### src/include/vtpt_pkg.sv
// Shared constants and types of the video test-pattern timing block
package vtpt_pkg;

  // Register offsets
  localparam logic [7:0] VTPT_CTL_OFS = 8'h01;
  localparam logic [7:0] VTPT_CFG_OFS = 8'h02;
  localparam logic [7:0] VTPT_DI_OFS = 8'h03;
  localparam logic [7:0] VTPT_LINE_HI_OFS = 8'h04;
  localparam logic [7:0] VTPT_LINE_LO_OFS = 8'h05;
  localparam logic [7:0] VTPT_BAR_HI_OFS = 8'h06;
  localparam logic [7:0] VTPT_BAR_LO_OFS = 8'h07;
  localparam logic [7:0] VTPT_ACT_HI_OFS = 8'h08;
  localparam logic [7:0] VTPT_ACT_LO_OFS = 8'h09;
  localparam logic [7:0] VTPT_TOT_HI_OFS = 8'h0A;
  localparam logic [7:0] VTPT_TOT_LO_OFS = 8'h0B;
  localparam logic [7:0] VTPT_PD_HI_OFS = 8'h0C;
  localparam logic [7:0] VTPT_PD_LO_OFS = 8'h0D;
  localparam logic [7:0] VTPT_TOP_OFS = 8'h0E;
  localparam logic [7:0] VTPT_BOT_OFS = 8'h0F;
  localparam logic [7:0] VTPT_LAST_OFS = 8'h0F;
  localparam int VTPT_NREG = 16;

  // Field positions
  localparam int VTPT_ON_BIT = 0;
  localparam int VTPT_SOLID_BIT = 7;
  localparam int VTPT_BARSEL_LSB = 4;
  localparam int VTPT_BLK_LSB = 0;
  localparam int VTPT_DT_LSB = 0;
  localparam int VTPT_VC_LSB = 6;

  // Reset values
  localparam logic [7:0] VTPT_CTL_RST = 8'h00;
  localparam logic [7:0] VTPT_CFG_RST = 8'h33;
  localparam logic [7:0] VTPT_DI_RST = 8'h24;
  localparam logic [7:0] VTPT_LINE_HI_RST = 8'h07;
  localparam logic [7:0] VTPT_LINE_LO_RST = 8'h80;
  localparam logic [7:0] VTPT_BAR_HI_RST = 8'h00;
  localparam logic [7:0] VTPT_BAR_LO_RST = 8'hF0;
  localparam logic [7:0] VTPT_ACT_HI_RST = 8'h01;
  localparam logic [7:0] VTPT_ACT_LO_RST = 8'hE0;
  localparam logic [7:0] VTPT_PD_HI_RST = 8'h0C;
  localparam logic [7:0] VTPT_PD_LO_RST = 8'h67;
  localparam logic [7:0] VTPT_BOT_RST = 8'h0A;
  localparam logic [15:0] VTPT_TOT_DEF = 16'h020D;
  localparam logic [7:0] VTPT_TOP_DEF = 8'h21;

  // Timing: line interval counts in 10 ns units, clock is 50 ns
  localparam int VTPT_UNIT_NS = 10;
  localparam int VTPT_CLK_NS = 50;
  localparam logic [16:0] VTPT_UNITS_PER_CLK =
    17'(VTPT_CLK_NS / VTPT_UNIT_NS);

  typedef enum logic [3:0] {
    VTPT_ST_OFF  = 4'b0001,
    VTPT_ST_WAIT = 4'b0010,
    VTPT_ST_DATA = 4'b0100,
    VTPT_ST_END  = 4'b1000
  } vtpt_state_t;

  // Video event and header bundle toward the transmit path
  typedef struct packed {
    logic fs;
    logic fe;
    logic ls;
    logic le;
    logic dvalid;
    logic [1:0] vc;
    logic [5:0] dt;
    logic [15:0] wc;
  } vtpt_vid_t;

  // Register write/read request
  typedef struct packed {
    logic wr;
    logic rd;
    logic [7:0] addr;
    logic [7:0] wdata;
  } vtpt_req_t;

  // Number of bars for the 2-bit select
  function automatic logic [3:0] vtpt_bar_total(input logic [1:0] sel);
    logic [3:0] n;
    n = 4'h1 << sel;
    return n;
  endfunction

endpackage

### src/verilog/vtpt_line_timer.sv
// Line-period tick generator in 10 ns units
`timescale 1ns/1ps
module vtpt_line_timer
  import vtpt_pkg::*;
(
  // Clock and reset
  input wire logic clk_i,
  input wire logic rst_n_i,
  // Control
  input wire logic run_i,
  input wire logic [15:0] interval_i,
  // Tick
  output logic tick_o
);

  typedef struct packed {
    logic armed;
    logic [16:0] acc;
    logic tick;
  } vtpt_tmr_t;

  vtpt_tmr_t r;
  vtpt_tmr_t next_r;

  always_comb
  begin
    next_r = r;
    next_r.tick = 1'b0;
    if (!run_i)
    begin
      next_r.armed = 1'b0;
      next_r.acc = '0;
    end
    else if (!r.armed)
    begin
      // First line starts at once on enable
      next_r.armed = 1'b1;
      next_r.tick = 1'b1;
      next_r.acc = '0;
    end
    else if (r.acc + VTPT_UNITS_PER_CLK >= {1'b0, interval_i})
    begin
      // Remainder kept so the average period is exact
      next_r.tick = 1'b1;
      next_r.acc = r.acc + VTPT_UNITS_PER_CLK - {1'b0, interval_i};
    end
    else
    begin
      next_r.acc = r.acc + VTPT_UNITS_PER_CLK;
    end
  end

  always_ff @(posedge clk_i or negedge rst_n_i)
  begin
    if (!rst_n_i)
      r <= '0;
    else
      r <= next_r;
  end

  assign tick_o = r.tick;

endmodule

### src/verilog/vtpt_bar_walker.sv
// Colour index walker for bar and fixed patterns
`timescale 1ns/1ps
module vtpt_bar_walker
  import vtpt_pkg::*;
(
  // Clock and reset
  input wire logic clk_i,
  input wire logic rst_n_i,
  // Line control
  input wire logic clear_i,
  input wire logic step_i,
  // Settings
  input wire logic solid_i,
  input wire logic [1:0] bar_sel_i,
  input wire logic [15:0] bar_bytes_i,
  input wire logic [3:0] block_i,
  // Index of the byte now on the output
  output logic [3:0] color_idx_o
);

  typedef struct packed {
    logic [3:0] idx;
    logic [15:0] cnt;
  } vtpt_walk_t;

  vtpt_walk_t r;
  vtpt_walk_t next_r;
  logic [3:0] last_bar;
  logic [3:0] blk;

  always_comb
  begin
    next_r = r;
    last_bar = vtpt_bar_total(bar_sel_i) - 4'h1;
    // Block size of zero is not allowed; treated as one
    blk = (block_i == 4'h0) ? 4'h1 : block_i;
    if (clear_i)
    begin
      next_r = '0;
    end
    else if (step_i)
    begin
      if (solid_i)
      begin
        next_r.idx = (r.idx + 4'h1 >= blk) ? 4'h0 : r.idx + 4'h1;
      end
      else if (r.idx != last_bar && {1'b0, r.cnt} + 17'h1 >=
               {1'b0, bar_bytes_i})
      begin
        next_r.idx = r.idx + 4'h1;
        next_r.cnt = '0;
      end
      else
      begin
        // Last bar runs to the end of the line
        next_r.cnt = r.cnt + 16'h1;
      end
    end
  end

  always_ff @(posedge clk_i or negedge rst_n_i)
  begin
    if (!rst_n_i)
      r <= '0;
    else
      r <= next_r;
  end

  assign color_idx_o = r.idx;

endmodule

### src/verilog/vtpt_top.sv
// Video test-pattern frame timing generator, top level
`timescale 1ns/1ps
module vtpt_top
  import vtpt_pkg::*;
#(
  parameter logic [15:0] FRAME_LINES_RST = VTPT_TOT_DEF,
  parameter logic [7:0] TOP_BLANK_RST = VTPT_TOP_DEF
)
(
  // Clock and reset
  input wire logic sys_clk_i,
  input wire logic rst_n_i,
  // Register port
  input wire logic reg_wr_i,
  input wire logic reg_rd_i,
  input wire logic [7:0] reg_addr_i,
  input wire logic [7:0] reg_wdata_i,
  output logic [7:0] reg_rdata_o,
  // Video stream toward the transmit path
  output vtpt_vid_t vid_o,
  output logic [3:0] color_idx_o,
  // Status
  output logic frame_busy_o
);

  typedef struct packed {
    logic [VTPT_NREG-1:0][7:0] regs;
    logic [7:0] rdata;
    vtpt_state_t st;
    logic pend;
    logic [15:0] line_idx;
    logic [15:0] left;
    logic busy;
    vtpt_vid_t vid;
  } vtpt_top_st_t;

  vtpt_top_st_t r;
  vtpt_top_st_t next_r;
  vtpt_req_t req;
  logic [1:0] rst_sync;
  logic rst_n;
  logic tick;
  logic run;
  logic [15:0] line_bytes;
  logic [15:0] bar_bytes;
  logic [15:0] act_lines;
  logic [15:0] tot_lines;
  logic [15:0] interval;
  logic [16:0] act_first;
  logic [16:0] act_end;
  logic [16:0] end_line;
  logic [16:0] idx_x;
  logic in_act;
  logic do_fs;
  logic do_fe;
  logic wrap;
  logic line_go;

  // Offsets outside the pattern page are ignored on write
  function automatic logic reg_hit(input logic [7:0] addr);
    return (addr >= VTPT_CTL_OFS) && (addr <= VTPT_LAST_OFS);
  endfunction

  // Read decode per offset; anything unmapped reads as zero
  function automatic logic [7:0] read_mux(
    input logic [VTPT_NREG-1:0][7:0] regs,
    input logic [7:0] addr
  );
    logic [7:0] d;
    d = 8'h00;
    if (addr == VTPT_CTL_OFS)
      d = regs[VTPT_CTL_OFS[3:0]];
    else if (addr == VTPT_CFG_OFS)
      d = regs[VTPT_CFG_OFS[3:0]];
    else if (addr == VTPT_DI_OFS)
      d = regs[VTPT_DI_OFS[3:0]];
    else if (addr == VTPT_LINE_HI_OFS)
      d = regs[VTPT_LINE_HI_OFS[3:0]];
    else if (addr == VTPT_LINE_LO_OFS)
      d = regs[VTPT_LINE_LO_OFS[3:0]];
    else if (addr == VTPT_BAR_HI_OFS)
      d = regs[VTPT_BAR_HI_OFS[3:0]];
    else if (addr == VTPT_BAR_LO_OFS)
      d = regs[VTPT_BAR_LO_OFS[3:0]];
    else if (addr == VTPT_ACT_HI_OFS)
      d = regs[VTPT_ACT_HI_OFS[3:0]];
    else if (addr == VTPT_ACT_LO_OFS)
      d = regs[VTPT_ACT_LO_OFS[3:0]];
    else if (addr == VTPT_TOT_HI_OFS)
      d = regs[VTPT_TOT_HI_OFS[3:0]];
    else if (addr == VTPT_TOT_LO_OFS)
      d = regs[VTPT_TOT_LO_OFS[3:0]];
    else if (addr == VTPT_PD_HI_OFS)
      d = regs[VTPT_PD_HI_OFS[3:0]];
    else if (addr == VTPT_PD_LO_OFS)
      d = regs[VTPT_PD_LO_OFS[3:0]];
    else if (addr == VTPT_TOP_OFS)
      d = regs[VTPT_TOP_OFS[3:0]];
    else if (addr == VTPT_BOT_OFS)
      d = regs[VTPT_BOT_OFS[3:0]];
    return d;
  endfunction

  // Reset release through two flops
  always_ff @(posedge sys_clk_i or negedge rst_n_i)
  begin
    if (!rst_n_i)
      rst_sync <= 2'b00;
    else
      rst_sync <= {rst_sync[0], 1'b1};
  end
  assign rst_n = rst_sync[1];

  assign req = '{wr: reg_wr_i, rd: reg_rd_i, addr: reg_addr_i,
                 wdata: reg_wdata_i};

  // Assembled settings
  assign line_bytes = {r.regs[VTPT_LINE_HI_OFS[3:0]],
                       r.regs[VTPT_LINE_LO_OFS[3:0]]};
  assign bar_bytes = {r.regs[VTPT_BAR_HI_OFS[3:0]],
                      r.regs[VTPT_BAR_LO_OFS[3:0]]};
  assign act_lines = {r.regs[VTPT_ACT_HI_OFS[3:0]],
                      r.regs[VTPT_ACT_LO_OFS[3:0]]};
  assign tot_lines = {r.regs[VTPT_TOT_HI_OFS[3:0]],
                      r.regs[VTPT_TOT_LO_OFS[3:0]]};
  assign interval = {r.regs[VTPT_PD_HI_OFS[3:0]],
                     r.regs[VTPT_PD_LO_OFS[3:0]]};
  assign run = r.regs[VTPT_CTL_OFS[3:0]][VTPT_ON_BIT];

  // Frame layout in line numbers
  assign act_first = {9'h000, r.regs[VTPT_TOP_OFS[3:0]]};
  assign act_end = act_first + {1'b0, act_lines};
  assign end_line = act_end + {9'h000, r.regs[VTPT_BOT_OFS[3:0]]};
  assign idx_x = {1'b0, r.line_idx};
  assign in_act = (idx_x >= act_first) && (idx_x < act_end);
  assign do_fs = (r.line_idx == 16'h0000);
  assign do_fe = (idx_x == end_line);
  // Wrap waits for frame end even if the total is set too short
  assign wrap = (idx_x + 17'h1 >= {1'b0, tot_lines}) &&
                (idx_x >= end_line);
  assign line_go = r.pend || tick;

  always_comb
  begin
    next_r = r;
    next_r.vid.fs = 1'b0;
    next_r.vid.fe = 1'b0;
    next_r.vid.ls = 1'b0;
    next_r.vid.le = 1'b0;
    next_r.vid.dvalid = 1'b0;

    // Register access
    if (req.wr && reg_hit(req.addr))
    begin
      next_r.regs[req.addr[3:0]] = req.wdata;
    end
    if (req.rd)
      next_r.rdata = read_mux(r.regs, req.addr);

    // A tick during a data burst is served once the burst ends
    if (tick && r.st != VTPT_ST_WAIT)
      next_r.pend = 1'b1;

    case (r.st)
      VTPT_ST_OFF:
      begin
        next_r.pend = 1'b0;
        next_r.line_idx = '0;
        next_r.busy = 1'b0;
        if (run)
          next_r.st = VTPT_ST_WAIT;
      end
      VTPT_ST_WAIT:
      begin
        if (line_go)
        begin
          next_r.pend = 1'b0;
          next_r.vid.fs = do_fs;
          next_r.vid.fe = do_fe;
          if (do_fs)
            next_r.busy = 1'b1;
          if (do_fe)
            next_r.busy = 1'b0;
          next_r.line_idx = wrap ? 16'h0000 : r.line_idx + 16'h0001;
          if (in_act)
          begin
            // Header fields are latched once per line
            next_r.vid.ls = 1'b1;
            next_r.vid.dt = r.regs[VTPT_DI_OFS[3:0]][VTPT_DT_LSB +: 6];
            next_r.vid.vc = r.regs[VTPT_DI_OFS[3:0]][VTPT_VC_LSB +: 2];
            next_r.vid.wc = line_bytes;
            next_r.left = line_bytes;
            next_r.st = VTPT_ST_DATA;
          end
        end
      end
      VTPT_ST_DATA:
      begin
        if (r.left != 16'h0000)
        begin
          next_r.vid.dvalid = 1'b1;
          next_r.left = r.left - 16'h0001;
        end
        else
        begin
          next_r.st = VTPT_ST_END;
        end
      end
      VTPT_ST_END:
      begin
        next_r.vid.le = 1'b1;
        next_r.st = VTPT_ST_WAIT;
      end
      default:
      begin
        next_r.st = VTPT_ST_OFF;
      end
    endcase

    // Clearing the enable stops the generator at once
    if (!run)
    begin
      next_r.st = VTPT_ST_OFF;
      next_r.vid.fs = 1'b0;
      next_r.vid.ls = 1'b0;
      next_r.vid.fe = 1'b0;
      next_r.vid.dvalid = 1'b0;
      next_r.vid.le = 1'b0;
      // Frame flag drops with the stream so no half frame looks open
      next_r.busy = 1'b0;
    end
  end

  always_ff @(posedge sys_clk_i or negedge rst_n)
  begin
    if (!rst_n)
    begin
      r <= '0;
      r.st <= VTPT_ST_OFF;
      r.regs[VTPT_CTL_OFS[3:0]] <= VTPT_CTL_RST;
      r.regs[VTPT_CFG_OFS[3:0]] <= VTPT_CFG_RST;
      r.regs[VTPT_DI_OFS[3:0]] <= VTPT_DI_RST;
      r.regs[VTPT_LINE_HI_OFS[3:0]] <= VTPT_LINE_HI_RST;
      r.regs[VTPT_LINE_LO_OFS[3:0]] <= VTPT_LINE_LO_RST;
      r.regs[VTPT_BAR_HI_OFS[3:0]] <= VTPT_BAR_HI_RST;
      r.regs[VTPT_BAR_LO_OFS[3:0]] <= VTPT_BAR_LO_RST;
      r.regs[VTPT_ACT_HI_OFS[3:0]] <= VTPT_ACT_HI_RST;
      r.regs[VTPT_ACT_LO_OFS[3:0]] <= VTPT_ACT_LO_RST;
      r.regs[VTPT_TOT_HI_OFS[3:0]] <= FRAME_LINES_RST[15:8];
      r.regs[VTPT_TOT_LO_OFS[3:0]] <= FRAME_LINES_RST[7:0];
      r.regs[VTPT_PD_HI_OFS[3:0]] <= VTPT_PD_HI_RST;
      r.regs[VTPT_PD_LO_OFS[3:0]] <= VTPT_PD_LO_RST;
      r.regs[VTPT_TOP_OFS[3:0]] <= TOP_BLANK_RST;
      r.regs[VTPT_BOT_OFS[3:0]] <= VTPT_BOT_RST;
      r.vid.dt <= VTPT_DI_RST[5:0];
    end
    else
    begin
      r <= next_r;
    end
  end

  vtpt_line_timer u_timer (
    .clk_i(sys_clk_i),
    .rst_n_i(rst_n),
    .run_i(run),
    .interval_i(interval),
    .tick_o(tick)
  );

  vtpt_bar_walker u_walker (
    .clk_i(sys_clk_i),
    .rst_n_i(rst_n),
    .clear_i(r.vid.ls),
    .step_i(r.vid.dvalid),
    .solid_i(r.regs[VTPT_CFG_OFS[3:0]][VTPT_SOLID_BIT]),
    .bar_sel_i(r.regs[VTPT_CFG_OFS[3:0]][VTPT_BARSEL_LSB +: 2]),
    .bar_bytes_i(bar_bytes),
    .block_i(r.regs[VTPT_CFG_OFS[3:0]][VTPT_BLK_LSB +: 4]),
    .color_idx_o(color_idx_o)
  );

  assign reg_rdata_o = r.rdata;
  assign vid_o = r.vid;
  assign frame_busy_o = r.busy;

endmodule

### config.mk
export PLATFORM = sky130hd
export DESIGN_NAME = vtpt_top
export DESIGN_NICKNAME = d
export VERILOG_FILES = /design/src/include/vtpt_pkg.sv /design/src/verilog/vtpt_line_timer.sv /design/src/verilog/vtpt_bar_walker.sv /design/src/verilog/vtpt_top.sv
export SDC_FILE = /design/constraint.sdc
export NUM_CORES = 1
export LEC_CHECK = 0
export BUFFER_PORTS_ARGS = -buffer_cell sky130_fd_sc_hd__buf_2
export CAP_MARGIN = 20
export CORE_AREA = 2 2 229 231
export DETAILED_ROUTE_END_ITERATION = 8
export DIE_AREA = 0 0 231 233
export PLACE_DENSITY_LB_ADDON = 0.05
export SLEW_MARGIN = 20
export SYNTH_ARGS = -nofsm -noshare
export SYNTH_HDL_FRONTEND = slang
export SYNTH_SLANG_ARGS = --single-unit
### constraint.sdc
create_clock -name sys_clk_i -period 6.6 [get_ports sys_clk_i]
set_input_delay 0.66 -clock sys_clk_i [delete_from_list [all_inputs] [get_ports sys_clk_i]]
set_output_delay 0.66 -clock sys_clk_i [all_outputs]
set_load 0.02 [all_outputs]
# Word-level counts from Yosys, hierarchy flattened
# Cells that the tools add are included.
totals:
  latchBits: 0
  ff_bits: 244
  ramBits: 0
  mem_bits_ro: 0
  out_inout_bits: 42
  elab_cells: 164
  memories: 0
classes:
  bitwise_logic: 0
  n_lt_le_gt_ge: 11
  n_mul: 0
  reduce_logical: 23
  n_eq_ne: 31
  mux: 51
  div_mod_pow: 0
  addsub: 11
  shift: 1
op_table:
  columns: ["op", "n"]
  rows:
  - ["128-bit bitwise mux", 1]
  - ["8-bit two-way mux", 16]
  - ["16-bit two-way mux", 5]
  - ["8-bit by 4-bit equality test with 1-bit output (second input constant)", 8]
  - ["17-bit by 16-bit greater-or-equal comparator with 1-bit output", 3]
  - ["41-bit two-way mux", 1]
  - ["20-bit two-way mux", 2]
  - ["18-bit two-way mux", 2]
  - ["16-bit by 1-bit adder with 17-bit output (second input constant)", 2]
  - ["17-bit case mux with 2 select lines", 1]
  - ["16-bit by 1-bit adder with 16-bit output (second input constant)", 2]
  - ["8-bit demux with 4-bit select", 1]
  - ["8-bit by 3-bit equality test with 1-bit output (second input constant)", 4]
  - ["16-bit case mux with 2 select lines", 1]
  - ["4-bit two-way mux", 7]
  - ["17-bit by 3-bit adder with 17-bit output (second input constant)", 1]
  - ["17-bit by 8-bit adder with 17-bit output", 1]
  - ["8-bit by 16-bit adder with 17-bit output", 1]
  - ["16-bit by 17-bit equality test with 1-bit output", 1]
  - ["16-bit by 17-bit greater-or-equal comparator with 1-bit output", 1]
  - ["16-bit by 17-bit less-than comparator with 1-bit output", 1]
  - ["17-bit two-way mux", 1]
  - ["17-bit by 16-bit subtractor with 17-bit output", 1]
  - ["8-bit by 2-bit equality test with 1-bit output (second input constant)", 2]
  - ["other kinds (37)", 62]

# Logic depth before layout (Yosys ltp)
# Gate-level depths: netlist (run 1).
depth:
  depth_word: 16
  mapped_depth: 23

# Hierarchy
# From an unflattened synthesis (run 1), not the netlist that was laid out.
hier_totals:
  cells_unflattened: 1641
  hier_area_um2: 16006.6
modules_own_cells:
  columns: ["module", "area_each_um2", "instances", "seq_area_each_um2", "cells_per_inst"]
  rows:
  - ["vtpt_top", 12243.0, 1, 4974.8, 1196]
  - ["vtpt_bar_walker", 1888.1, 1, 500.5, 226]
  - ["vtpt_line_timer", 1875.5, 1, 475.5, 219]

# Least setup slack after synthesis (run 1)
# No wires, ideal clock.
synth_path:
  path_type: "register to register"
  from: "register r (netlist bit act_first[0])"
  to: "register r (netlist bit idx_x[3])"
  setup_slack_ns: 1.760
  period_less_slack_ns: 4.840
  arrival_time_ns: 4.719
  stages_incl_launch_ff: 23
  setup_ns: 0.122
  required_time_ns: 6.478
  path_buffers: 1
  path_cell_list: "dfstp_2 ha_1 inv_1 fa_1 nor2b_1 o31a_1 o21a_1 nor2_1 xnor2_1 ha_1 nor3_1 a2111o_1 nor4_1 nor3b_1 xor2_1 ha_1 nand4_1 nor2_1 nand3_1 a311o_1 or3_1 buf_2 a32o_1"
synth_between:
  elab_chain_cells: 7
synth_lines:
  columns: ["element", "line_no", "source"]
  rows:
  - ["start: declaration", "vtpt_top.sv:37", "vtpt_top_st_t r;"]
  - ["start signal: assignment", "vtpt_top.sv:259", "r <= next_r;"]
  - ["8-bit by 16-bit adder with 17-bit output", "vtpt_top.sv:132", "assign act_end = act_first + {1'b0, act_lines};"]
  - ["17-bit by 8-bit adder with 17-bit output", "vtpt_top.sv:133", "assign end_line = act_end + {9'h000, r.regs[VTPT_BOT_OFS[3:0]]};"]
  - ["16-bit by 17-bit greater-or-equal comparator with 1-bit output", "vtpt_top.sv:140", "(idx_x >= end_line);"]
  - ["1-bit logical AND", "vtpt_top.sv:139", "assign wrap = (idx_x + 17'h1 >= {1'b0, tot_lines}) &&"]
  - ["16-bit two-way mux", "vtpt_top.sv:184", "next_r.line_idx = wrap ? 16'h0000 : r.line_idx + 16'h0001;"]
  - ["41-bit two-way mux", "vtpt_top.sv:175", "if (line_go)"]
  - ["17-bit case mux with 2 select lines", "vtpt_top.sv:164", "case (r.st)"]
# Every way passes these cells. The select of a mux whose other input is x is not followed.
# A chain may end at the register's enable or synchronous reset.

# Worst setup path after layout (run 1)
layout_path:
  from: "register r (netlist bit act_first[0])"
  to: "register r (netlist bit idx_x[13])"
# Same word-level chain as after synthesis.

==> metrics.txt, run 1 <==
critical path capture point type=register; reported max-cap violation count=0; number of buffers created by CTS=30; Worst Hold Margin=352.4 ps; final critical-path share of the clock period=0.8294; register-to-register setup slack=about 1100 ps; initial antenna violation count=4; Total Routing Usage GR=0.1860; headroom to the max-slew limit=0.2645; via count of the routed design=12.23k; biggest area consumer among synthesized cells=dfrtp_1; placed inst area=roughly 16,000 sq um; Synth Net Count=1,776; arrival time of data at the critical path endpoint=5950 ps; Power Dens Cells=223.0 nW/um^2; proportion of synthesized chip area in sequential cells=0.3885; Max H-tree Level=1; synthesis-to-layout area growth=11.05%; first-pass GRT wire length=between 70 and 80 mm; CTS tree=done; overall power after layout=3.792 mW; Die Footprint=53,820 sq um; Least-Margin Pin Slew=1099 ps; Floorplan Core Area=51,090 sq um; number of different library cells in the post-synthesis netlist=90; routability congestion estimate=0.8170; number of cells on the worst reg-to-reg path=21; count of buffers from port buffering=61; final HPWL from detailed placement=37.36 mm; standard cell with the maximum stage delay on the critical path=dfstp_2; FF-to-FF Start=act_first[0]$_DFFE_PN1P_; part of the power in registers=0.413; hold buffer count at cts=1; number of enable flip-flop cells after synthesis=0; clk_lat worst skew=between 500 and 600 ps; Worst Hold Path Cells=0; beginning of the worst hold path=rst_sync[0]$_DFF_PN0_; largest stage delay on the critical path=550 ps; status=completed; post-detailed-route count of antenna-violating nets=0; terminus of the critical flop-to-flop path=idx_x[13]$_DFFE_PN0P_; Design Area, Final=17,010 sq um; Final Slew Violations=0; hold endpoint=rst_sync[1]$_DFF_PN0_; worst setup path class=register to register; total number of placement rows=83; cell count after synthesis=1,639; static leakage power=about 7.9 nW; fraction of layout instances using a drive strength above 1=0.1552; cell at the root of the clock tree=clkbuf_16; Post-Syn Area=15,320 sq um; vias per cell=about 5.2; maximum root-to-sink buffer count=3; Setup TNS=0 ps; clock group share of total power=0.449; Die H=around 230 um; total routed wirelength=50.00 mm; Congestion Overflow GR=0; detailed router's first-iteration violation count=723; layout filler cell count=5,349; critical path data required time=7070 ps; top cells by area, synth=dfrtp_1 33%, ha_1 9.3%, dfstp_2 6.2%; Routed wire per std cell=21.34 um; number of global-route vias before repair=between 10k and 15k; pin count of the biggest net entering global routing=157; Yosys warning total=0; flip-flop cell with the highest count after synthesis=dfrtp_1; RSZ-0062 raised after global routing=false; worst hold path class=register to register; CP max FO=10; most used cell, CP=ha_1; final critical delay including setup and external delays=5474 ps; final hold viol count=0; first drt pass iteration count=5; number of nets in the finished design=between 1.5k and 2k; fraction of post-synthesis cell area in the top cell type by area=0.3268; Setup crit start kind=register; count of buffers added by post-CTS timing repair for setup=0; share of async-settable or async-resettable flops after synthesis=1.000; switching part of the total=0.2790; number of flip-flops and latches in the synthesized netlist=between 200 and 250; x dimension of the die=between 200 and 250 um; PostCTS Resize Cnt=0; clock sink count=approximately 240; Mean Syn Cell Area=9.345 sq um; ordered cell list for the critical path=ha_1 -> inv_1 -> fa_1 -> nor2b_1 -> o31a_1 -> o21a_1 -> nor2_1 -> xnor2_1 -> ha_1 -> nor3_1 -> a2111o_1 -> nor4_1 -> nor3b_1 -> xor2_1 -> ha_1 -> nand4_1 -> nor2_1 -> nand3_1 -> a311o_1 -> or3_1 -> a32o_1; Initial Util=0.2998; Worst Clk Skew=~35 ps; Sw Pwr=1.058 mW; clock slew seen by the registers of the worst setup and hold paths=60 ps; largest voltage drop on the vdd net=roughly 0.2 mV; boundary pin count=62; # setup viols final=0; share of total power in combinational logic=0.138; fmax=0.1827 GHz; DRC violation count after routing=0; Internal Dissipation=2.734 mW
==> kinds of logic after synthesis <==
logic type      Yosys count  share of synthesized area
compound gates          421                     0.1836
xor+xnor                 72                    0.04117
fa+ha+maj               117                    0.09705
buf+inv                 186                    0.05857
flops                   236                     0.3885
mux                      86                    0.06748
other cells               1                  0.0002448
simple gates            520                     0.1634
==> registers in the layout, summed over array words and instances, names as in the netlist, 2 cells and up <==
signal	cells
act_first	8
act_lines	16
bar_bytes	16
idx_x	16
interval	16
line_bytes	16
r	69
reg_rdata_o	8
rst_sync	2
u_timer.r	18
u_walker.color_idx_o	4
u_walker.r	16
vid_o	29
==> worst max-delay path: cells and delay by family, from the launching register on <==
| kind | cells | cell delay [ps] |
|---|---|---|
| AOI/OAI and AO/OA | 5 | 1430 |
| xor gates and xnor gates | 2 | 270 |
| adders and majority gates | 4 | 1290 |
| and+or+nand+nor | 9 | 1780 |
| buffers and inverters | 1 | 70 |
| DFF | 1 | 550 |
==> power by group through the flow <==
stage / sequential [mW] / combinational (mW) / clock [mW]
3_3_place_gp: 1.59 / 0.525 / 0
5_1_grt: 1.57 / 0.587 / 1.82
2_1_floorplan: 1.58 / 0.359 / 0
6_report: 1.57 / 0.523 / 1.70
3_5_place_dp: 1.59 / 0.524 / 0
4_1_cts: 1.57 / 0.529 / 1.76
==> cells in the final DEF (no fill, tap or decap), types with 22 or more instances in the layout <==
| cell | netlist | layout |
|---|---|---|
| a21o_1 | 22 | 22 |
| a21oi_1 | 76 | 76 |
| and3_1 | 27 | 27 |
| buf_2 | 6 | 61 |
| clkbuf_16 | 0 | 30 |
| dfrtp_1 | 200 | 199 |
| dfstp_2 | 36 | 36 |
| ha_1 | 114 | 114 |
| inv_1 | 82 | 82 |
| mux2_2 | 68 | 68 |
| nand2_1 | 193 | 193 |
| nand3_1 | 56 | 56 |
| nor2_1 | 107 | 106 |
| o21a_1 | 22 | 22 |
| o21ai_0 | 111 | 111 |
| xnor2_1 | 40 | 40 |
| xor2_1 | 32 | 32 |
==> per-stage QoR <==
stage | std cells | worst slack, ps | util
2_1_floorplan | 1639 | 1760 | -
3_3_place_gp | 2286 | 1217 | 0.3128
3_5_place_dp | 2286 | 1153 | 0.3128
4_1_cts | 2342 | 1141 | 0.3328
5_1_grt | 2342 | 639.3 | 0.3328
6_report | 2343 | 1126 | 0.3329
==> cell type report <==
class	instances	area (sq um)	area share
inverter	82	307.8	0.01810
sequential	236	5954	0.3501
timing repair buffer	72	402.9	0.02369
antenna	1	2.502	0.0001471
tap	680	850.8	0.05003
multi-input combinational	1217	8477	0.4984
clock buffer	46	880.8	0.05179
clock inverter	9	131.4	0.007725
==> how the worst max path moves through the flow <==
| stage | from | slack (ps) | depth (start not counted) | endpoint |
|---|---|---|---|---|
| CTS | act_first[0]$_DFFE_PN1P_ | 1140 | 21 | idx_x[13]$_DFFE_PN0P_ |
| finish | act_first[0]$_DFFE_PN1P_ | 1130 | 21 | idx_x[13]$_DFFE_PN0P_ |
| global placement | act_first[0]$_DFFE_PN1P_ | 1220 | 21 | idx_x[12]$_DFFE_PN0P_ |
| detailed placement | act_first[0]$_DFFE_PN1P_ | 1150 | 21 | idx_x[1]$_DFFE_PN0P_ |
| global route | act_first[0]$_DFFE_PN1P_ | 640 | 21 | idx_x[9]$_DFFE_PN0P_ |
| floorplan | act_first[0]$_DFFE_PN1P_ | 1760 | 22 | idx_x[3]$_DFFE_PN0P_ |
==> Yosys cell counts, drive strengths merged, types with 36 or more instances <==
cell type	number
ha	114
buf	57
xnor2	40
nand3	56
dfrtp	200
dfstp	36
nand2	195
nor2	108
mux2	68
o21ai	116
a21oi	76
inv	82
clkbuf	47
==> metal layers <==
metal | track usage | routed length [um] | vias up
met4 | 0.05444 | 1545 | 6
met1 | 0.2700 | 25060 | 6009
met5 | 0 | 40 | -
met3 | 0.02574 | 1770 | 70
li1 | - | - | 5921
met2 | 0.2859 | 21590 | 220
Note: power is estimated with default switching activity, not from simulation.
==> run 2, diff against run 1 <==
clock period = 4.5 ns   (was 6.6 ns; I/O delays follow)
==> metrics.txt, run 2 (same netlist as run 1, synthesis figures left out) <==
number of buffers created by CTS=30; layout filler cell count=5,317; Congestion Overflow GR=0; boundary pin count=62; via count of the routed design=12.66k; headroom to the max-slew limit=0.1837; most used cell, CP=ha_4; Routed wire per std cell=20.92 um; total routed wirelength=~52 mm; overall power after layout=about 5.7 mW; DRC violation count after routing=0; clock sink count=between 200 and 250; count of buffers from port buffering=61; critical path data required time=4970 ps; pre-CTS setup slack=-524.1 ps; x dimension of the die=around 230 um; Least-Margin Pin Slew=1220 ps; Floorplan Core Area=51,090 sq um; number of cells in the design after placement=2,397; commonest cells after routing, fill and taps aside=199 x dfrtp_1, 184 x nand2_1, 127 x buf_4, 111 x ha_1, 105 x o21ai_0; clock group share of total power=0.419; failing checks=negative setup slack; first drt pass iteration count=5; final critical-path share of the clock period=1.056; share of total power in combinational logic=0.182; Final Slew Violations=0; number of nets in the finished design=approximately 1.9k; Crit path buffers/inverters=1; Worst Hold Margin=198.3 ps; Total Routing Usage GR=0.1912; total number of placement rows=83; RSZ-0062 raised after global routing=true; CTS tree=done; arrival time of data at the critical path endpoint=5220 ps; final HPWL from detailed placement=between 30 and 40 mm; worst setup path class=register to register; CP max FO=5; clock slew seen by the registers of the worst setup and hold paths=60 ps; Top reg by flops=r; Max H-tree Level=1; Final Non-Filler Cells=roughly 2.5k; synthesis-to-layout area growth=20.00%; switching part of the total=0.2819; first-pass GRT wire length=about 79 mm; Die Footprint=roughly 54,000 sq um; standard cell with the maximum stage delay on the critical path=dfstp_2; cell at the root of the clock tree=clkbuf_16; status=finished, violations left; maximum root-to-sink buffer count=3; final hold viol count=0; # setup viols final=16; fmax=0.2105 GHz; CP Depth=21; ordered cell list for the critical path=ha_4 -> inv_2 -> fa_2 -> nor2b_2 -> o31a_1 -> o21a_1 -> nor2_2 -> xnor2_2 -> ha_4 -> nor3_2 -> a2111o_1 -> nor4_2 -> nor3b_2 -> xor2_1 -> ha_1 -> nand4_1 -> nor2_1 -> nand3_1 -> a311o_1 -> or3_4 -> a32o_1; Worst Slack Setup Final=-250.5 ps; reported max-cap violation count=0; initial antenna violation count=4; worst hold path class=input pin to asynchronous set/reset pin; clk_lat worst skew=between 500 and 600 ps; vias per cell=5.117; Internal Dissipation=4.128 mW; critical path capture point type=register; final critical delay including setup and external delays=4751 ps; Initial Util=0.2998; pin count of the biggest net entering global routing=98; fraction of layout instances using a drive strength above 1=0.2437; core utilization of the finished layout=0.3597; static leakage power=~8.7 nW; largest stage delay on the critical path=550 ps; largest voltage drop on the vdd net=0.3011 mV; routability congestion estimate=0.8376; Setup crit start kind=register; number of cells on the worst reg-to-reg path=21; Worst Clk Skew=16.76 ps; detailed router's first-iteration violation count=727; Sw Pwr=1.621 mW; number of global-route vias before repair=12.64k; Top Family by Delay on Critical Path=compound AO/OA/AOI/OAI gates; leading cell type in the layout, fill and taps excluded=dfrtp_1; Power Dens Cells=around 310 nW/um^2; Die H=233 um; number of flip-flops under the largest register name=69; part of the power in registers=0.399; post-detailed-route count of antenna-violating nets=0
[run 2: timing repair]
| action | CTS | global route |
|---|---|---|
| hold endpoints to repair | 2 | 0 |
| hold buffers | 1 | 0 |
| buffers inserted | 16 | 6 |
| pin swaps | 12 | 24 |
| endpoints found under the setup margin | 16 | 61 |
| gates resized for setup | 22 | 49 |
| cloned | 1 | 3 |
[run 2: worst paths after layout]
path / startpoint / end / slack [ps]
worst max-delay path: act_first[0]$_DFFE_PN1P_ / idx_x[4]$_DFFE_PN0P_ / -250
worst min-delay path: rst_n_i / rst_sync[0]$_DFF_PN0_ / 200
worst max register to register: act_first[0]$_DFFE_PN1P_ / idx_x[4]$_DFFE_PN0P_ / -250
worst min register to register: rst_sync[1]$_DFF_PN0_ / u_timer.r[13]$_DFF_PN0_ / 270
max in group asynchronous: rst_sync[1]$_DFF_PN0_ / idx_x[8]$_DFFE_PN0P_ / 3270
min in group sys_clk_i: reg_rd_i / reg_rdata_o[2]$_DFFE_PN0P_ / 280
[run 2: cell type report]
cell class	count	area, sq um	share of cell area
Clock buffer	46	900.9	0.04902
Tap cell	680	850.8	0.04629
Clock inverter	10	98.84	0.005378
Antenna cell	1	2.502	0.0001362
Sequential cell	236	5954	0.3240
Inverter	82	310.3	0.01688
Timing Repair Buffer	201	1498	0.08149
Multi-Input combinational cell	1218	8763	0.4768
[run 2: power groups by stage]
| stage | Sequential [mW] | Clock (mW) | Combinational (mW) |
|---|---|---|---|
| final | 2.29 | 2.41 | 1.05 |
| after global placement | 2.33 | 0 | 0.925 |
| after floorplan | 2.31 | 0 | 0.528 |
| after CTS | 2.29 | 2.50 | 1.00 |
| after global routing | 2.30 | 2.59 | 1.16 |
| after detailed placement | 2.33 | 0 | 0.923 |
[run 2: metal layers]
metal	share of wire	global-route usage	wire length [um]	vias to the layer above
li1	-	-	-	6169
met1	0.49	0.2709	25480	6225
met2	0.45	0.3091	23520	195
met3	0.031	0.02439	1587	62
met4	0.022	0.04415	1122	8
met5	0.00099	0	51	-
[run 2: per-stage QoR]
step,instance area (sq um),setup TNS (ps)
CTS,18080,-3405
global route,18380,-7640
finish,18380,-3066
global placement,16880,-6768
detailed placement,16880,-7639
floorplan,15350,-1102
[run 2: worst register-to-register path, cell delays in order, from the launching register on]
cell and delay, ps:
dfstp_2 550, ha_4 130, inv_2 30, fa_2 340, nor2b_2 130, o31a_1 210
o21a_1 170, nor2_2 50, xnor2_2 210, ha_4 200, nor3_2 50, a2111o_1 450
nor4_2 170, nor3b_2 220, xor2_1 90, ha_1 320, nand4_1 90, nor2_1 100
nand3_1 100, a311o_1 370, or3_4 390, a32o_1 280
